--- config.mk ---
export PLATFORM = sky130hd
export DESIGN_NAME = motor_pwm_irq_shutoff
export DESIGN_NICKNAME = d
export VERILOG_FILES = /design/src/motor_pwm_pkg.sv /design/src/motor_pwm_irq_shutoff.sv
export SDC_FILE = /design/constraint.sdc
export NUM_CORES = 1
export LEC_CHECK = 0
export BUFFER_PORTS_ARGS = -buffer_cell sky130_fd_sc_hd__clkbuf_2
export CAP_MARGIN = 20
export CORE_MARGIN = 3
export CORE_UTILIZATION = 45
export CTS_BUF_LIST = sky130_fd_sc_hd__clkbuf_4 sky130_fd_sc_hd__clkbuf_8
export DETAILED_ROUTE_END_ITERATION = 12
export PLACE_DENSITY = 0.64
export SLEW_MARGIN = 20
export SYNTH_ARGS = -nofsm -noshare
export SYNTH_HDL_FRONTEND = slang
export SYNTH_SLANG_ARGS = --single-unit
--- constraint.sdc ---
create_clock -name i_mclk -period 2.7 [get_ports i_mclk]
set_clock_uncertainty 0.05 [all_clocks]
set_input_delay 0 -clock i_mclk [delete_from_list [all_inputs] [get_ports i_mclk]]
set_output_delay 0 -clock i_mclk [all_outputs]
set_load 0.02 [all_outputs]
--- src/motor_pwm_pkg.sv ---
/*
 * Shared constants for the motor PWM interrupt / output shutoff block:
 * APB byte offsets, field positions, reset values, detect modes.
 * Assumes a 32-bit APB with word-aligned registers and a 40 MHz clock.
 */
package motor_pwm_pkg;
    localparam int ADDR_W = 8;
    localparam int DATA_W = 32;
    localparam int REG_W = 16;
    localparam int NUM_PHASE = 3;
    localparam int NUM_SD = 4;

    localparam logic [ADDR_W-1:0] ADDR_STOP = 8'h00;
    localparam logic [ADDR_W-1:0] ADDR_IRQ_CTRL = 8'h04;
    localparam logic [ADDR_W-1:0] ADDR_FLAGS = 8'h08;
    localparam logic [ADDR_W-1:0] ADDR_PERIOD_BUF = 8'h0c;
    localparam logic [ADDR_W-1:0] ADDR_PERIOD_CMP = 8'h10;
    localparam logic [ADDR_W-1:0] ADDR_DEAD_TIME = 8'h14;
    localparam logic [ADDR_W-1:0] ADDR_DUTY_BUF0 = 8'h18;
    localparam logic [ADDR_W-1:0] ADDR_DUTY_CMP0 = 8'h24;
    localparam logic [ADDR_W-1:0] ADDR_SHUTDOWN = 8'h30;
    localparam logic [ADDR_W-1:0] ADDR_STEP = 8'h04;

    localparam int STOP_BIT = 0;
    localparam int PEAK_BIT = 0;
    localparam int TROUGH_BIT = 1;
    localparam int SD_PIE_BIT = 8;
    localparam int SD_RSVD_LSB = 9;
    localparam int SD_RSVD_MSB = 11;
    localparam int SD_FLAG_LSB = 12;
    localparam int SD_MODE_W = 2;

    localparam logic STOP_RST = 1'b1;
    localparam logic [REG_W-1:0] REG_RST = 16'h0000;
    localparam logic [1:0] FLAG_RST = 2'h0;
    localparam logic [NUM_SD-1:0] SD_FLAG_RST = 4'h0;

    typedef enum logic [1:0] {
        DET_FALL = 2'b00,
        DET_DIV8 = 2'b01,
        DET_DIV16 = 2'b10,
        DET_DIV128 = 2'b11
    } detect_mode_type;

    localparam int PRESC_W = 7;
    localparam logic [PRESC_W-1:0] MASK_DIV8 = 7'h07;
    localparam logic [PRESC_W-1:0] MASK_DIV16 = 7'h0f;
    localparam logic [PRESC_W-1:0] MASK_DIV128 = 7'h7f;
    localparam logic [PRESC_W-1:0] PRESC_ONE = 7'h01;
    localparam int RUN_W = 4;
    localparam logic [RUN_W-1:0] RUN_LAST = 4'hf;
    localparam logic [RUN_W-1:0] RUN_ONE = 4'h1;
endpackage : motor_pwm_pkg

--- src/motor_pwm_irq_shutoff.sv ---
/*
 * Interrupt flags, flag clearing, write contention and module stop of the
 * motor PWM timer, plus the output shutoff circuit driven by four active-low
 * shutdown inputs. APB slave, zero wait states.
 * Assumes the up/down counter, waveform logic and buffer-transfer timing
 * live outside and run on i_mclk; shutdown inputs are asynchronous pins.
 */
// The register offsets and the APB interface to the registers were chosen for this implementation.
//
// Contract
// - counter equal to period compare sets peak flag; enabled flag requests interrupt.
// - counter equal to twice dead time sets trough flag; enabled flag requests interrupt.
// - timer interrupt request stays asserted until its flag is cleared.
// - peak and trough events also request the data transfer controller.
// - software clears timer flag only by writing 0 after reading it as 1.
// - transfer controller activation clears the flag that triggered it.
// - after reset module stop halts timer and blocks its register access.
// - match during buffer write loads the new write data into compare.
// - match during compare write drops the write, loads from buffer.
// - any shutdown request puts six phase outputs and carrier output hi-z.
// - each shutdown input uses falling edge or sixteen low samples at /8,/16,/128.
// - shutdown interrupt enable bit 8 gates any shutdown flag onto interrupt.
// - shutdown flags sit in bits 15:12 for inputs 3:0, set on detection.
// - shutdown flag clears by reading 1 then writing 0; writing 1 ignored.
// - detect mode field of input n sits in bits 2n+1:2n.
// - mode 00 edge, 01 div 8, 10 div 16, 11 div 128 sampling.
// - bits 11:9 of shutdown register read as zero.
// - shutdown register reset by system reset, kept otherwise.
// - shutdown control/status is one 16-bit read/write register.
`timescale 1ns/1ps
`default_nettype none

module motor_pwm_irq_shutoff (
    input wire logic i_mclk,
    input wire logic i_rst_n,
    input wire logic i_psel,
    input wire logic i_penable,
    input wire logic i_pwrite,
    input wire logic [7:0] i_paddr,
    input wire logic [31:0] i_pwdata,
    output logic o_pready,
    output logic [31:0] o_prdata,
    output logic o_pslverr,
    input wire logic [15:0] i_updown_counter,
    input wire logic i_buffer_load,
    input wire logic i_peak_xfer_ack,
    input wire logic i_trough_xfer_ack,
    input wire logic [3:0] i_shutdown_in_n,
    input wire logic [5:0] i_phase_level,
    input wire logic i_carrier_level,
    output logic o_timer_run,
    output logic o_peak_match_irq,
    output logic o_trough_match_irq,
    output logic o_peak_xfer_req,
    output logic o_trough_xfer_req,
    output logic o_shutdown_irq,
    output logic [15:0] o_period_compare,
    output logic [15:0] o_duty_compare_u,
    output logic [15:0] o_duty_compare_v,
    output logic [15:0] o_duty_compare_w,
    output logic [5:0] o_phase_out,
    output logic [5:0] o_phase_oe_n,
    output logic o_carrier_toggle_out,
    output logic o_carrier_oe_n
);
    localparam int RW = motor_pwm_pkg::REG_W;
    localparam int NP = motor_pwm_pkg::NUM_PHASE;
    localparam int NS = motor_pwm_pkg::NUM_SD;

    function automatic logic [motor_pwm_pkg::PRESC_W-1:0] div_mask(input logic [1:0] mode);
        case (mode)
            motor_pwm_pkg::DET_DIV8: div_mask = motor_pwm_pkg::MASK_DIV8;
            motor_pwm_pkg::DET_DIV16: div_mask = motor_pwm_pkg::MASK_DIV16;
            default: div_mask = motor_pwm_pkg::MASK_DIV128;
        endcase
    endfunction : div_mask

    function automatic logic at_phase(input logic [7:0] addr, input logic [7:0] base, input int idx);
        at_phase = (addr == 8'(base + 8'(idx) * motor_pwm_pkg::ADDR_STEP));
    endfunction : at_phase

    logic stop_q;
    logic [1:0] irq_en_q;
    logic [1:0] tflag_q;
    logic [1:0] tarm_q;
    logic [RW-1:0] period_buf_q;
    logic [RW-1:0] period_cmp_q;
    logic [RW-1:0] dead_time_q;
    logic [RW-1:0] duty_buf_q [NP];
    logic [RW-1:0] duty_cmp_q [NP];
    logic [2*NS-1:0] sd_mode_q;
    logic sd_pie_q;
    logic [NS-1:0] sd_flag_q;
    logic [NS-1:0] sd_arm_q;
    logic [31:0] rdata_q;
    logic peak_eq_q;
    logic trough_eq_q;

    // apb decode
    logic setup, access, wr, rd, mapped, timer_addr, ok;
    logic [NP-1:0] hit_dbuf, hit_dcmp;
    logic [31:0] rdata_d;
    always_comb begin
        for (int i = 0; i < NP; i++) begin
            hit_dbuf[i] = at_phase(i_paddr, motor_pwm_pkg::ADDR_DUTY_BUF0, i);
            hit_dcmp[i] = at_phase(i_paddr, motor_pwm_pkg::ADDR_DUTY_CMP0, i);
        end
    end
    assign timer_addr = (i_paddr == motor_pwm_pkg::ADDR_IRQ_CTRL) || (i_paddr == motor_pwm_pkg::ADDR_FLAGS)
        || (i_paddr == motor_pwm_pkg::ADDR_PERIOD_BUF) || (i_paddr == motor_pwm_pkg::ADDR_PERIOD_CMP)
        || (i_paddr == motor_pwm_pkg::ADDR_DEAD_TIME) || (|hit_dbuf) || (|hit_dcmp);
    assign mapped = timer_addr || (i_paddr == motor_pwm_pkg::ADDR_STOP)
        || (i_paddr == motor_pwm_pkg::ADDR_SHUTDOWN);
    assign ok = mapped && !(timer_addr && stop_q);
    assign setup = i_psel && !i_penable;
    assign access = i_psel && i_penable;
    assign wr = access && i_pwrite && ok;
    assign rd = access && !i_pwrite && ok;
    assign o_pready = 1'b1;
    assign o_pslverr = access && !ok;
    assign o_prdata = rdata_q;

    always_comb begin
        rdata_d = '0;
        case (i_paddr)
            motor_pwm_pkg::ADDR_STOP: rdata_d[motor_pwm_pkg::STOP_BIT] = stop_q;
            motor_pwm_pkg::ADDR_IRQ_CTRL: rdata_d[1:0] = irq_en_q;
            motor_pwm_pkg::ADDR_FLAGS: rdata_d[1:0] = tflag_q;
            motor_pwm_pkg::ADDR_PERIOD_BUF: rdata_d[RW-1:0] = period_buf_q;
            motor_pwm_pkg::ADDR_PERIOD_CMP: rdata_d[RW-1:0] = period_cmp_q;
            motor_pwm_pkg::ADDR_DEAD_TIME: rdata_d[RW-1:0] = dead_time_q;
            motor_pwm_pkg::ADDR_SHUTDOWN: begin
                // reserved 11:9 stay zero
                rdata_d[motor_pwm_pkg::SD_FLAG_LSB +: NS] = sd_flag_q;
                rdata_d[motor_pwm_pkg::SD_PIE_BIT] = sd_pie_q;
                rdata_d[2*NS-1:0] = sd_mode_q;
            end
            default: begin
                for (int i = 0; i < NP; i++) begin
                    if (hit_dbuf[i]) begin
                        rdata_d[RW-1:0] = duty_buf_q[i];
                    end
                    if (hit_dcmp[i]) begin
                        rdata_d[RW-1:0] = duty_cmp_q[i];
                    end
                end
            end
        endcase
        if (!ok) begin
            rdata_d = '0;
        end
    end

    // read data captured in the setup phase so it comes from a flop
    always_ff @(posedge i_mclk or negedge i_rst_n) begin
        if (!i_rst_n) begin
            rdata_q <= '0;
        end else if (setup && !i_pwrite) begin
            rdata_q <= rdata_d;
        end
    end

    // module stop and control
    always_ff @(posedge i_mclk or negedge i_rst_n) begin
        if (!i_rst_n) begin
            stop_q <= motor_pwm_pkg::STOP_RST;
            irq_en_q <= motor_pwm_pkg::FLAG_RST;
            dead_time_q <= motor_pwm_pkg::REG_RST;
        end else if (wr) begin
            if (i_paddr == motor_pwm_pkg::ADDR_STOP) begin
                stop_q <= i_pwdata[motor_pwm_pkg::STOP_BIT];
            end
            if (i_paddr == motor_pwm_pkg::ADDR_IRQ_CTRL) begin
                irq_en_q <= i_pwdata[1:0];
            end
            if (i_paddr == motor_pwm_pkg::ADDR_DEAD_TIME) begin
                dead_time_q <= i_pwdata[RW-1:0];
            end
        end
    end
    assign o_timer_run = !stop_q;

    // match events, edge of equality so a held count sets once
    logic peak_eq, trough_eq, peak_hit, trough_hit;
    assign peak_eq = !stop_q && (i_updown_counter == period_cmp_q);
    assign trough_eq = !stop_q && (i_updown_counter == RW'({dead_time_q, 1'b0}));
    assign peak_hit = peak_eq && !peak_eq_q;
    assign trough_hit = trough_eq && !trough_eq_q;
    always_ff @(posedge i_mclk or negedge i_rst_n) begin
        if (!i_rst_n) begin
            peak_eq_q <= 1'b0;
            trough_eq_q <= 1'b0;
        end else begin
            peak_eq_q <= peak_eq;
            trough_eq_q <= trough_eq;
        end
    end

    // timer flags: set wins over any clear
    logic wr_flags, rd_flags;
    logic [1:0] tset, tclr;
    assign wr_flags = wr && (i_paddr == motor_pwm_pkg::ADDR_FLAGS);
    assign rd_flags = rd && (i_paddr == motor_pwm_pkg::ADDR_FLAGS);
    assign tset = {trough_hit, peak_hit};
    assign tclr = (wr_flags ? (~i_pwdata[1:0] & tarm_q) : 2'h0)
        | {i_trough_xfer_ack, i_peak_xfer_ack};
    always_ff @(posedge i_mclk or negedge i_rst_n) begin
        if (!i_rst_n) begin
            tflag_q <= motor_pwm_pkg::FLAG_RST;
            tarm_q <= motor_pwm_pkg::FLAG_RST;
        end else begin
            tflag_q <= (tflag_q & ~tclr) | tset;
            if (rd_flags) begin
                tarm_q <= rdata_q[1:0];
            end else if (wr_flags) begin
                tarm_q <= motor_pwm_pkg::FLAG_RST;
            end
        end
    end
    assign o_peak_match_irq = tflag_q[motor_pwm_pkg::PEAK_BIT] && irq_en_q[motor_pwm_pkg::PEAK_BIT];
    assign o_trough_match_irq = tflag_q[motor_pwm_pkg::TROUGH_BIT] && irq_en_q[motor_pwm_pkg::TROUGH_BIT];
    assign o_peak_xfer_req = tflag_q[motor_pwm_pkg::PEAK_BIT];
    assign o_trough_xfer_req = tflag_q[motor_pwm_pkg::TROUGH_BIT];

    // buffer and compare registers with write/transfer contention
    logic wr_pbuf, wr_pcmp;
    assign wr_pbuf = wr && (i_paddr == motor_pwm_pkg::ADDR_PERIOD_BUF);
    assign wr_pcmp = wr && (i_paddr == motor_pwm_pkg::ADDR_PERIOD_CMP);
    always_ff @(posedge i_mclk or negedge i_rst_n) begin
        if (!i_rst_n) begin
            period_buf_q <= motor_pwm_pkg::REG_RST;
            period_cmp_q <= motor_pwm_pkg::REG_RST;
        end else begin
            if (wr_pbuf) begin
                period_buf_q <= i_pwdata[RW-1:0];
            end
            if (i_buffer_load && !stop_q) begin
                period_cmp_q <= wr_pbuf ? i_pwdata[RW-1:0] : period_buf_q;
            end else if (wr_pcmp) begin
                period_cmp_q <= i_pwdata[RW-1:0];
            end
        end
    end
    always_ff @(posedge i_mclk or negedge i_rst_n) begin
        if (!i_rst_n) begin
            for (int i = 0; i < NP; i++) begin
                duty_buf_q[i] <= motor_pwm_pkg::REG_RST;
                duty_cmp_q[i] <= motor_pwm_pkg::REG_RST;
            end
        end else begin
            for (int i = 0; i < NP; i++) begin
                if (wr && hit_dbuf[i]) begin
                    duty_buf_q[i] <= i_pwdata[RW-1:0];
                end
                if (i_buffer_load && !stop_q) begin
                    duty_cmp_q[i] <= (wr && hit_dbuf[i]) ? i_pwdata[RW-1:0] : duty_buf_q[i];
                end else if (wr && hit_dcmp[i]) begin
                    duty_cmp_q[i] <= i_pwdata[RW-1:0];
                end
            end
        end
    end
    assign o_period_compare = period_cmp_q;
    assign o_duty_compare_u = duty_cmp_q[0];
    assign o_duty_compare_v = duty_cmp_q[1];
    assign o_duty_compare_w = duty_cmp_q[2];

    // shutdown inputs: two-flop synchroniser then edge/level detect
    logic [NS-1:0] sd_meta_q, sd_sync_q, sd_prev_q, sd_detect;
    logic [motor_pwm_pkg::PRESC_W-1:0] presc_q;
    logic [motor_pwm_pkg::RUN_W-1:0] run_q [NS];
    logic [NS-1:0] tick;
    always_ff @(posedge i_mclk or negedge i_rst_n) begin
        if (!i_rst_n) begin
            sd_meta_q <= '1;
            sd_sync_q <= '1;
            sd_prev_q <= '1;
            presc_q <= '0;
        end else begin
            sd_meta_q <= i_shutdown_in_n;
            sd_sync_q <= sd_meta_q;
            sd_prev_q <= sd_sync_q;
            presc_q <= presc_q + motor_pwm_pkg::PRESC_ONE;
        end
    end
    always_comb begin
        for (int i = 0; i < NS; i++) begin
            logic [1:0] m;
            m = sd_mode_q[motor_pwm_pkg::SD_MODE_W*i +: motor_pwm_pkg::SD_MODE_W];
            tick[i] = (presc_q & div_mask(m)) == div_mask(m);
            if (m == motor_pwm_pkg::DET_FALL) begin
                sd_detect[i] = sd_prev_q[i] && !sd_sync_q[i];
            end else begin
                sd_detect[i] = tick[i] && !sd_sync_q[i] && (run_q[i] == motor_pwm_pkg::RUN_LAST);
            end
        end
    end
    always_ff @(posedge i_mclk or negedge i_rst_n) begin
        if (!i_rst_n) begin
            for (int i = 0; i < NS; i++) begin
                run_q[i] <= '0;
            end
        end else begin
            for (int i = 0; i < NS; i++) begin
                if (tick[i]) begin
                    // a high sample or a completed run starts over
                    run_q[i] <= (sd_sync_q[i] || run_q[i] == motor_pwm_pkg::RUN_LAST) ? '0
                        : run_q[i] + motor_pwm_pkg::RUN_ONE;
                end
            end
        end
    end

    // shutdown control/status register
    logic wr_sd, rd_sd;
    logic [NS-1:0] sd_clr;
    assign wr_sd = wr && (i_paddr == motor_pwm_pkg::ADDR_SHUTDOWN);
    assign rd_sd = rd && (i_paddr == motor_pwm_pkg::ADDR_SHUTDOWN);
    assign sd_clr = wr_sd ? (~i_pwdata[motor_pwm_pkg::SD_FLAG_LSB +: NS] & sd_arm_q) : '0;
    always_ff @(posedge i_mclk or negedge i_rst_n) begin
        if (!i_rst_n) begin
            sd_mode_q <= '0;
            sd_pie_q <= 1'b0;
            sd_flag_q <= motor_pwm_pkg::SD_FLAG_RST;
            sd_arm_q <= motor_pwm_pkg::SD_FLAG_RST;
        end else begin
            sd_flag_q <= (sd_flag_q & ~sd_clr) | sd_detect;
            if (wr_sd) begin
                sd_mode_q <= i_pwdata[2*NS-1:0];
                sd_pie_q <= i_pwdata[motor_pwm_pkg::SD_PIE_BIT];
                sd_arm_q <= motor_pwm_pkg::SD_FLAG_RST;
            end else if (rd_sd) begin
                sd_arm_q <= rdata_q[motor_pwm_pkg::SD_FLAG_LSB +: NS];
            end
        end
    end
    assign o_shutdown_irq = sd_pie_q && (|sd_flag_q);

    // hi-z held from flops; reset leaves pins released for safety
    always_ff @(posedge i_mclk or negedge i_rst_n) begin
        if (!i_rst_n) begin
            o_phase_out <= '0;
            o_carrier_toggle_out <= 1'b0;
            o_phase_oe_n <= '1;
            o_carrier_oe_n <= 1'b1;
        end else begin
            o_phase_out <= i_phase_level;
            o_carrier_toggle_out <= i_carrier_level;
            o_phase_oe_n <= {NP*2{|sd_flag_q}};
            o_carrier_oe_n <= |sd_flag_q;
        end
    end

    // checks
    a_peak_sets_flag: assert property (@(posedge i_mclk) disable iff (!i_rst_n)
        peak_hit |=> tflag_q[motor_pwm_pkg::PEAK_BIT]) else $error("peak match did not set flag");
    a_trough_sets_flag: assert property (@(posedge i_mclk) disable iff (!i_rst_n)
        trough_hit |=> o_trough_xfer_req) else $error("trough match did not set flag");
    a_irq_held_flag: assert property (@(posedge i_mclk) disable iff (!i_rst_n)
        o_peak_match_irq && !i_peak_xfer_ack && !wr_flags
        && !(wr && (i_paddr == motor_pwm_pkg::ADDR_IRQ_CTRL)) |=> o_peak_match_irq)
        else $error("peak interrupt dropped while flag set");
    a_clear_needs_read: assert property (@(posedge i_mclk) disable iff (!i_rst_n)
        wr_flags && !tarm_q[0] && tflag_q[0] && !i_peak_xfer_ack |=> tflag_q[0])
        else $error("flag cleared without prior read");
    a_xfer_ack_clears: assert property (@(posedge i_mclk) disable iff (!i_rst_n)
        i_trough_xfer_ack && !trough_hit |=> !o_trough_xfer_req) else $error("transfer did not clear flag");
    a_stop_blocks_write: assert property (@(posedge i_mclk) disable iff (!i_rst_n)
        access && i_pwrite && stop_q && (i_paddr == motor_pwm_pkg::ADDR_DEAD_TIME)
        |-> o_pslverr ##1 $stable(dead_time_q)) else $error("write passed module stop");
    a_buf_write_wins: assert property (@(posedge i_mclk) disable iff (!i_rst_n)
        wr_pbuf && i_buffer_load && !stop_q |=> period_cmp_q == $past(i_pwdata[RW-1:0]))
        else $error("buffer write data not transferred");
    a_cmp_write_dropped: assert property (@(posedge i_mclk) disable iff (!i_rst_n)
        wr_pcmp && i_buffer_load |=> period_cmp_q == $past(period_buf_q))
        else $error("compare write not dropped");
    a_hiz_on_flag: assert property (@(posedge i_mclk) disable iff (!i_rst_n)
        |sd_flag_q |=> (&o_phase_oe_n) && o_carrier_oe_n) else $error("outputs not hi-z");
    a_sd_irq_gate: assert property (@(posedge i_mclk) disable iff (!i_rst_n)
        !sd_pie_q |-> !o_shutdown_irq) else $error("shutdown irq while disabled");
    a_rsvd_read_zero: assert property (@(posedge i_mclk) disable iff (!i_rst_n)
        rd_sd |-> o_prdata[motor_pwm_pkg::SD_RSVD_MSB:motor_pwm_pkg::SD_RSVD_LSB] == '0)
        else $error("reserved bits read nonzero");
    a_sd_write_one_keeps: assert property (@(posedge i_mclk) disable iff (!i_rst_n)
        wr_sd && sd_flag_q[0] && i_pwdata[motor_pwm_pkg::SD_FLAG_LSB] |=> sd_flag_q[0])
        else $error("writing one cleared shutdown flag");

    c_peak_flag: cover property (@(posedge i_mclk) disable iff (!i_rst_n) peak_hit);
    c_sd_detect: cover property (@(posedge i_mclk) disable iff (!i_rst_n) |sd_detect);
    c_buf_contention: cover property (@(posedge i_mclk) disable iff (!i_rst_n) wr_pbuf && i_buffer_load);
    c_flag_cleared: cover property (@(posedge i_mclk) disable iff (!i_rst_n) |(tclr & tflag_q));
endmodule : motor_pwm_irq_shutoff

`default_nettype wire

==> flow_summary.ini, run 1 <==
[job]
cap_violations = 0

[logic_synthesis]
ys_warn_count = 0
syn_avg_cell_area_um2 = 10.7
synth_ff_type = dfrtp_1
ys_seq_elements = 229
netlist_instances = 1068
synth_enable_flop_cells = 0
syn_area_mm2 = 0.0114
yosysSeqAreaShare = 0.504
synth_cell_types = 66
async_flop_share = 1.00

[placed_design]
dp_slack_ps = 225
io_buffers = 159
dp_hpwl_um = 25300
postPlaceCellArea_mm2 = 0.0127
routabilityCongestion = 0.935

[cells_and_area]
ff_latch_area_mm2 = 0.00575
final_util = 0.569
num_antenna_cells = 0
drive_gt1_frac = 0.310
final_area_mm2 = 0.0140
nets = 1384
nFillCells = 2182
multi_input_area_mm2 = 0.00511
area_growth_pct = 22.8

[die]
start_util = 0.464
die_area_mm2 = 0.0273
core_region_area_mm2 = 0.0246
die_h_um = 165
ios = 193
die_w_um = 165
rows = 57

[timing]
final.setup.tns_ps = 0
timing.final.ws_setup_ps = 137
hold_viol_final = 0
setup_viol = 0
slew_violations = 0
min_period_ps = 2560
rsz0062_at_grt = false
relSlewSlack = 0.449
fin_crit_sh = 0.949
tightest_slew_ps = 827
max_freq_mhz = 390

[grt]
grt_pass1_vias = 9476
track_usage = 0.261
grt_max_degree = 55
gr-total-overflow = 0
grt_pass1_wl_um = 54100
antenna_found_initial = 0

[run_status]
status = finished clean

[pwr]
peakVddDrop_mv = 0.436
p_per_area_mw_per_mm2 = 559
power_leakage_nw = 6.56
finalPower_mw = 7.82

[routing]
drc = 0
drt-total-wl_um = 35700
final_antenna_net_count = 0
viasPerCell = 6.02
first_iter_violations = 1146
firstDrtPassIters = 5
wl_per_cell_um = 21.6
vias = 9924

[critical_path]
endpoint_kind = register
crit_chain = xnor2_1 -> nand4_1 -> dlygate4sd3_1 -> nor4_2 -> nand2b_1 -> o21ai_0 -> dlygate4sd3_1
criticalPathCategory = register to register
critPathMaxFanout = 3
startpoint_type = register
crit_path_frequent_cell = dlygate4sd3_1
slowest_stage = dlygate4sd3_1
required_ps = 3120
critPathArrivalTime_ps = 2990
critPathMaxStageDelay_ps = 590

[clocking]
htreeDepth = 2
root_buffer = clkbuf_8
insertion_delay_ps = 560
cts_buffers = 42
cts_tree = yes
cts_num_sinks = 229
clkTransAtPathRegs_ps = 60
post_cts_buffers = 0
clockBufferDepth = 3

[hold_path]
hold_path.class = primary input to register
## registers in the layout (all words and copies together) (netlist names), 4 cells and up
name,count
o_period_compare,16
sd_flag_q,4
sd_arm_q,4
dead_time_q,16
o_prdata,16
sd_meta_q,4
o_duty_compare_v,16
period_buf_q,16
run_q,16
sd_prev_q,4
presc_q,7
sd_sync_q,4
o_phase_out,6
o_duty_compare_w,16
duty_buf_q,48
sd_mode_q,8
o_duty_compare_u,16
## report_power, final
group	switching, mW	leakage [nW]	total (mW)	internal, mW
registers	0.0962	2.93	3.63	3.53
logic	0.528	3.16	0.818	0.291
clock network	1.45	0.466	3.37	1.92
total	2.08	6.56	7.82	5.75
## through the flow
step | hold slack [ps] | instances
2_1_floorplan | -346 | 1083
6_report | 34.5 | 1649
3_3_place_gp | -42.9 | 1531
5_1_grt | 20.0 | 1649
4_1_cts | 7.82 | 1649
3_5_place_dp | -47.7 | 1531
## timing repair
item / 4_1_cts / 5_1_grt
hold endpoints to repair: 407 / 0
resized for setup: 0 / 1
setup endpoints to repair: 0 / 2
hold buffers: 45 / 0
## path summary, 6_finish.rpt
kind                                        from  cells past startpoint                    to  slack, ps
min in group asynchronous                i_rst_n                      3        dead_time_q[2]        410
worst min register to register      sd_meta_q[2]                      0          sd_sync_q[2]        300
worst max register to register    dead_time_q[2]                      7            tflag_q[1]        140
worst min-delay path            i_phase_level[5]                      2        o_phase_out[5]         30
worst max-delay path              dead_time_q[2]                      7            tflag_q[1]        140
max in group asynchronous                i_rst_n                      4  o_duty_compare_v[14]       1570
## worst max-delay path: cells and delay by family, from the launching register on
kind	cells	cell delay (ps)
AO/OA/AOI/OAI	1	90
XOR/XNOR	1	240
buffers and inverters	2	1160
flip-flops	1	390
AND/OR/NAND/NOR	3	560
## cell families (layout without fill, tap and decap cells)
kind of cell    after synthesis  in the layout  synth area share
buf+inv                     130            372            0.0563
fa+ha+maj                    13             13            0.0143
simple gates                238            238             0.107
xor+xnor                     36             36            0.0276
compound gates              328            328             0.202
other cells                   2             17          0.000658
flops                       229            229             0.504
mux                          92             92            0.0883
## cell usage after synthesis (all sizes together), types with 21 or more instances
library cell  instances  share of area
mux2i                23          0.020
dfrtp               215           0.47
nand2               100          0.033
inv                  46          0.015
nor2                 26         0.0088
nand3                21         0.0092
o21ai                62          0.028
clkbuf               38          0.013
o22ai                61          0.033
mux2                 69          0.068
a21oi                71          0.032
buf                  46          0.029
## layout by cell type, fill, tap and decap left out, drive strengths merged, types with 16 or more instances in the layout
master / Yosys / routed
clkbuf: 38 / 225
dfrtp: 215 / 215
nand2: 100 / 100
a21oi: 71 / 71
mux2: 69 / 69
o21ai: 62 / 62
o22ai: 61 / 61
buf: 46 / 51
inv: 46 / 49
dlygate4sd3: 0 / 44
nor2: 26 / 26
mux2i: 23 / 23
nand3: 21 / 21
xnor2: 19 / 19
a221oi: 19 / 19
nand2b: 18 / 18
xor2: 17 / 17
a22o: 17 / 17
conb: 2 / 17
o31ai: 17 / 17
o221a: 16 / 16
## layer usage
layer,up-vias,track usage,part of all wire
met5,-,0.00568,0
met4,0,0.105,0.036
met3,96,0.0456,0.097
met2,579,0.389,0.44
met1,4872,0.377,0.43
li1,4377,-,-
## final cells by class
class	count	share of cell area
Tap cell	324	0.0289
Clock inverter	6	0.00331
Inverter	46	0.0123
Clock buffer	67	0.0582
Sequential cell	229	0.410
Multi-Input combinational cell	724	0.365
Timing Repair Buffer	253	0.122
Note: power is estimated with default switching activity, not from simulation.
==> run 2, diff against run 1 <==
- clock period: 2.7 -> 2.5 ns (I/O delays scaled with it)
==> run 2 against run 1 <==
Register-to-register slack lost 160 ps. Largest cell class unchanged. Critical endpoint is now tflag_q[0]. The run now ends with setup timing left. Clock-buffer cell count shrank 5. Sequential power grew 8.0%. Fmax grew 1.6%. Die area is the same. Final cell count is essentially flat. Global-route usage grew 0.26 points. Clock power grew 7.4%.
==> flow_summary.ini, run 2 (synthesis gave the netlist of run 1 again) <==
[placed_design]
dp_hpwl_um = 25700
postPlaceCellArea_mm2 = 0.0128
place_inst = 1538
routabilityCongestion = 0.926
io_buffers = 159

[die]
core_region_area_mm2 = 0.0246
ios = 193
rows = 57
die_area_mm2 = 0.0273
die_w_um = 165
start_util = 0.464
die_h_um = 165

[grt]
track_usage = 0.263
grt_pass1_vias = 9368
grt_max_degree = 74
grt_pass1_wl_um = 54900
gr-total-overflow = 0
antenna_found_initial = 0

[clocking]
insertion_delay_ps = 560
post_cts_buffers = 0
clkTransAtPathRegs_ps = 60
cts_num_sinks = 229
cts_tree = yes
htreeDepth = 2
clockBufferDepth = 3
cts_buffers = 40
root_buffer = clkbuf_8

[cells_and_area]
num_antenna_cells = 0
nets = 1386
mostFrequentLayoutCell = dfrtp_1
final_area_mm2 = 0.0141
instances_no_fill = 1650
drive_gt1_frac = 0.314
final_util = 0.575
area_growth_pct = 23.9
largest_reg_flops = 48
registers.top_by_ff_count = duty_buf_q
layout_common_cells = dfrtp_1, clkbuf_2, nand2_1, a21oi_1, mux2_2

[timing]
min_period_ps = 2520
fin_crit_sh = 1.01
relSlewSlack = 0.448
tightest_slew_ps = 828
timing.final.ws_setup_ps = -23.5
max_freq_mhz = 396
rsz0062_at_grt = false
hold_viol_final = 0
slew_violations = 0
holdWs_ps = 33.4
setup_viol = 1
final.setup.tns_ps = -23.5

[pwr]
p_sw_mw = 2.24
switching_share = 0.265
pwr-share-clk = 0.429
p_seq_frac = 0.464
internal-power_mw = 6.20
power_leakage_nw = 6.61
peakVddDrop_mv = 0.725
power_frac_comb = 0.106
p_per_area_mw_per_mm2 = 597

[routing]
final_antenna_net_count = 0
firstDrtPassIters = 7
viasPerCell = 5.94
drt-total-wl_um = 36000
vias = 9798
wl_per_cell_um = 21.8
first_iter_violations = 851
drc = 0

[critical_path]
endpoint_kind = register
startpoint_type = register
required_ps = 2920
slowest_stage = nor4_1
critPathArrivalTime_ps = 2950
critPathMaxFanout = 4
criticalPathCategory = register to register
critPathMaxStageDelay_ps = 590
crit_chain = xor2_1 -> nor4_1 -> nand4_1 -> o32ai_1 -> dlygate4sd3_1

[run_status]
violations = setup timing
status = complete, but fails checks

[hold_path]
hold_path.class = primary input to register

[job]
cap_violations = 0
-- run 2: power by group through the flow --
stage          combinational, mW  sequential [mW]  clock [mW]
5_1_grt                    0.966             3.93        3.85
4_1_cts                    0.893             3.92        3.68
6_report                   0.897             3.92        3.62
3_5_place_dp               0.836             3.98           0
3_3_place_gp               0.828             3.98           0
2_1_floorplan              0.356             4.05           0
-- run 2: critical path, delay by kind of cell (launching register included) --
family | cells | cell delay (ps)
xor+xnor | 1 | 190
flops | 1 | 460
buf+inv | 1 | 580
compound gates | 1 | 280
simple gates | 2 | 910
-- run 2: stage by stage --
stage / setup slack, ps / power [mW]
final: -23.5 / 8.44
after CTS: 62.4 / 8.49
after detailed placement: 130 / 4.82
after floorplan: 179 / 4.40
after global routing: 44.1 / 8.74
after global placement: 155 / 4.81
-- run 2: per-layer routing --
layer / vias up / wire [µm] / track usage
met5: - / 0 / 0
met4: 0 / 704 / 0.0701
met3: 55 / 3120 / 0.0526
met2: 479 / 16300 / 0.402
met1: 4887 / 15900 / 0.384
li1: 4377 / - / -
-- run 2: layout make-up --
type                    instances  area [µm²]
well taps                     324         405
clock buffers                  62         772
repair buffers                257        1850
multi-input cells             724        5120
inverters                      46         173
fillers                      2178       10500
flip-flops and latches        229        5750
clock inverters                 8        70.1
-- run 2: final timing paths --
| path | from | endpoint | slack [ps] | cells past startpoint |
|---|---|---|---|---|
| worst max-delay path | o_period_compare[15] | tflag_q[0] | -20 | 5 |
| worst min-delay path | i_shutdown_in_n[2] | sd_meta_q[2] | 30 | 2 |
| worst max register to register | o_period_compare[15] | tflag_q[0] | -20 | 5 |
| worst min register to register | sd_meta_q[0] | sd_sync_q[0] | 300 | 0 |
| max in group asynchronous | i_rst_n | duty_buf_q[10] | 1360 | 4 |
| min in group asynchronous | i_rst_n | o_prdata[14] | 400 | 3 |
-- run 2: repair_timing --
action	4_1_cts	5_1_grt
hold buffers	42	0
gates resized for setup	0	2
hold endpoints to repair	405	0
setup endpoints to repair	0	2
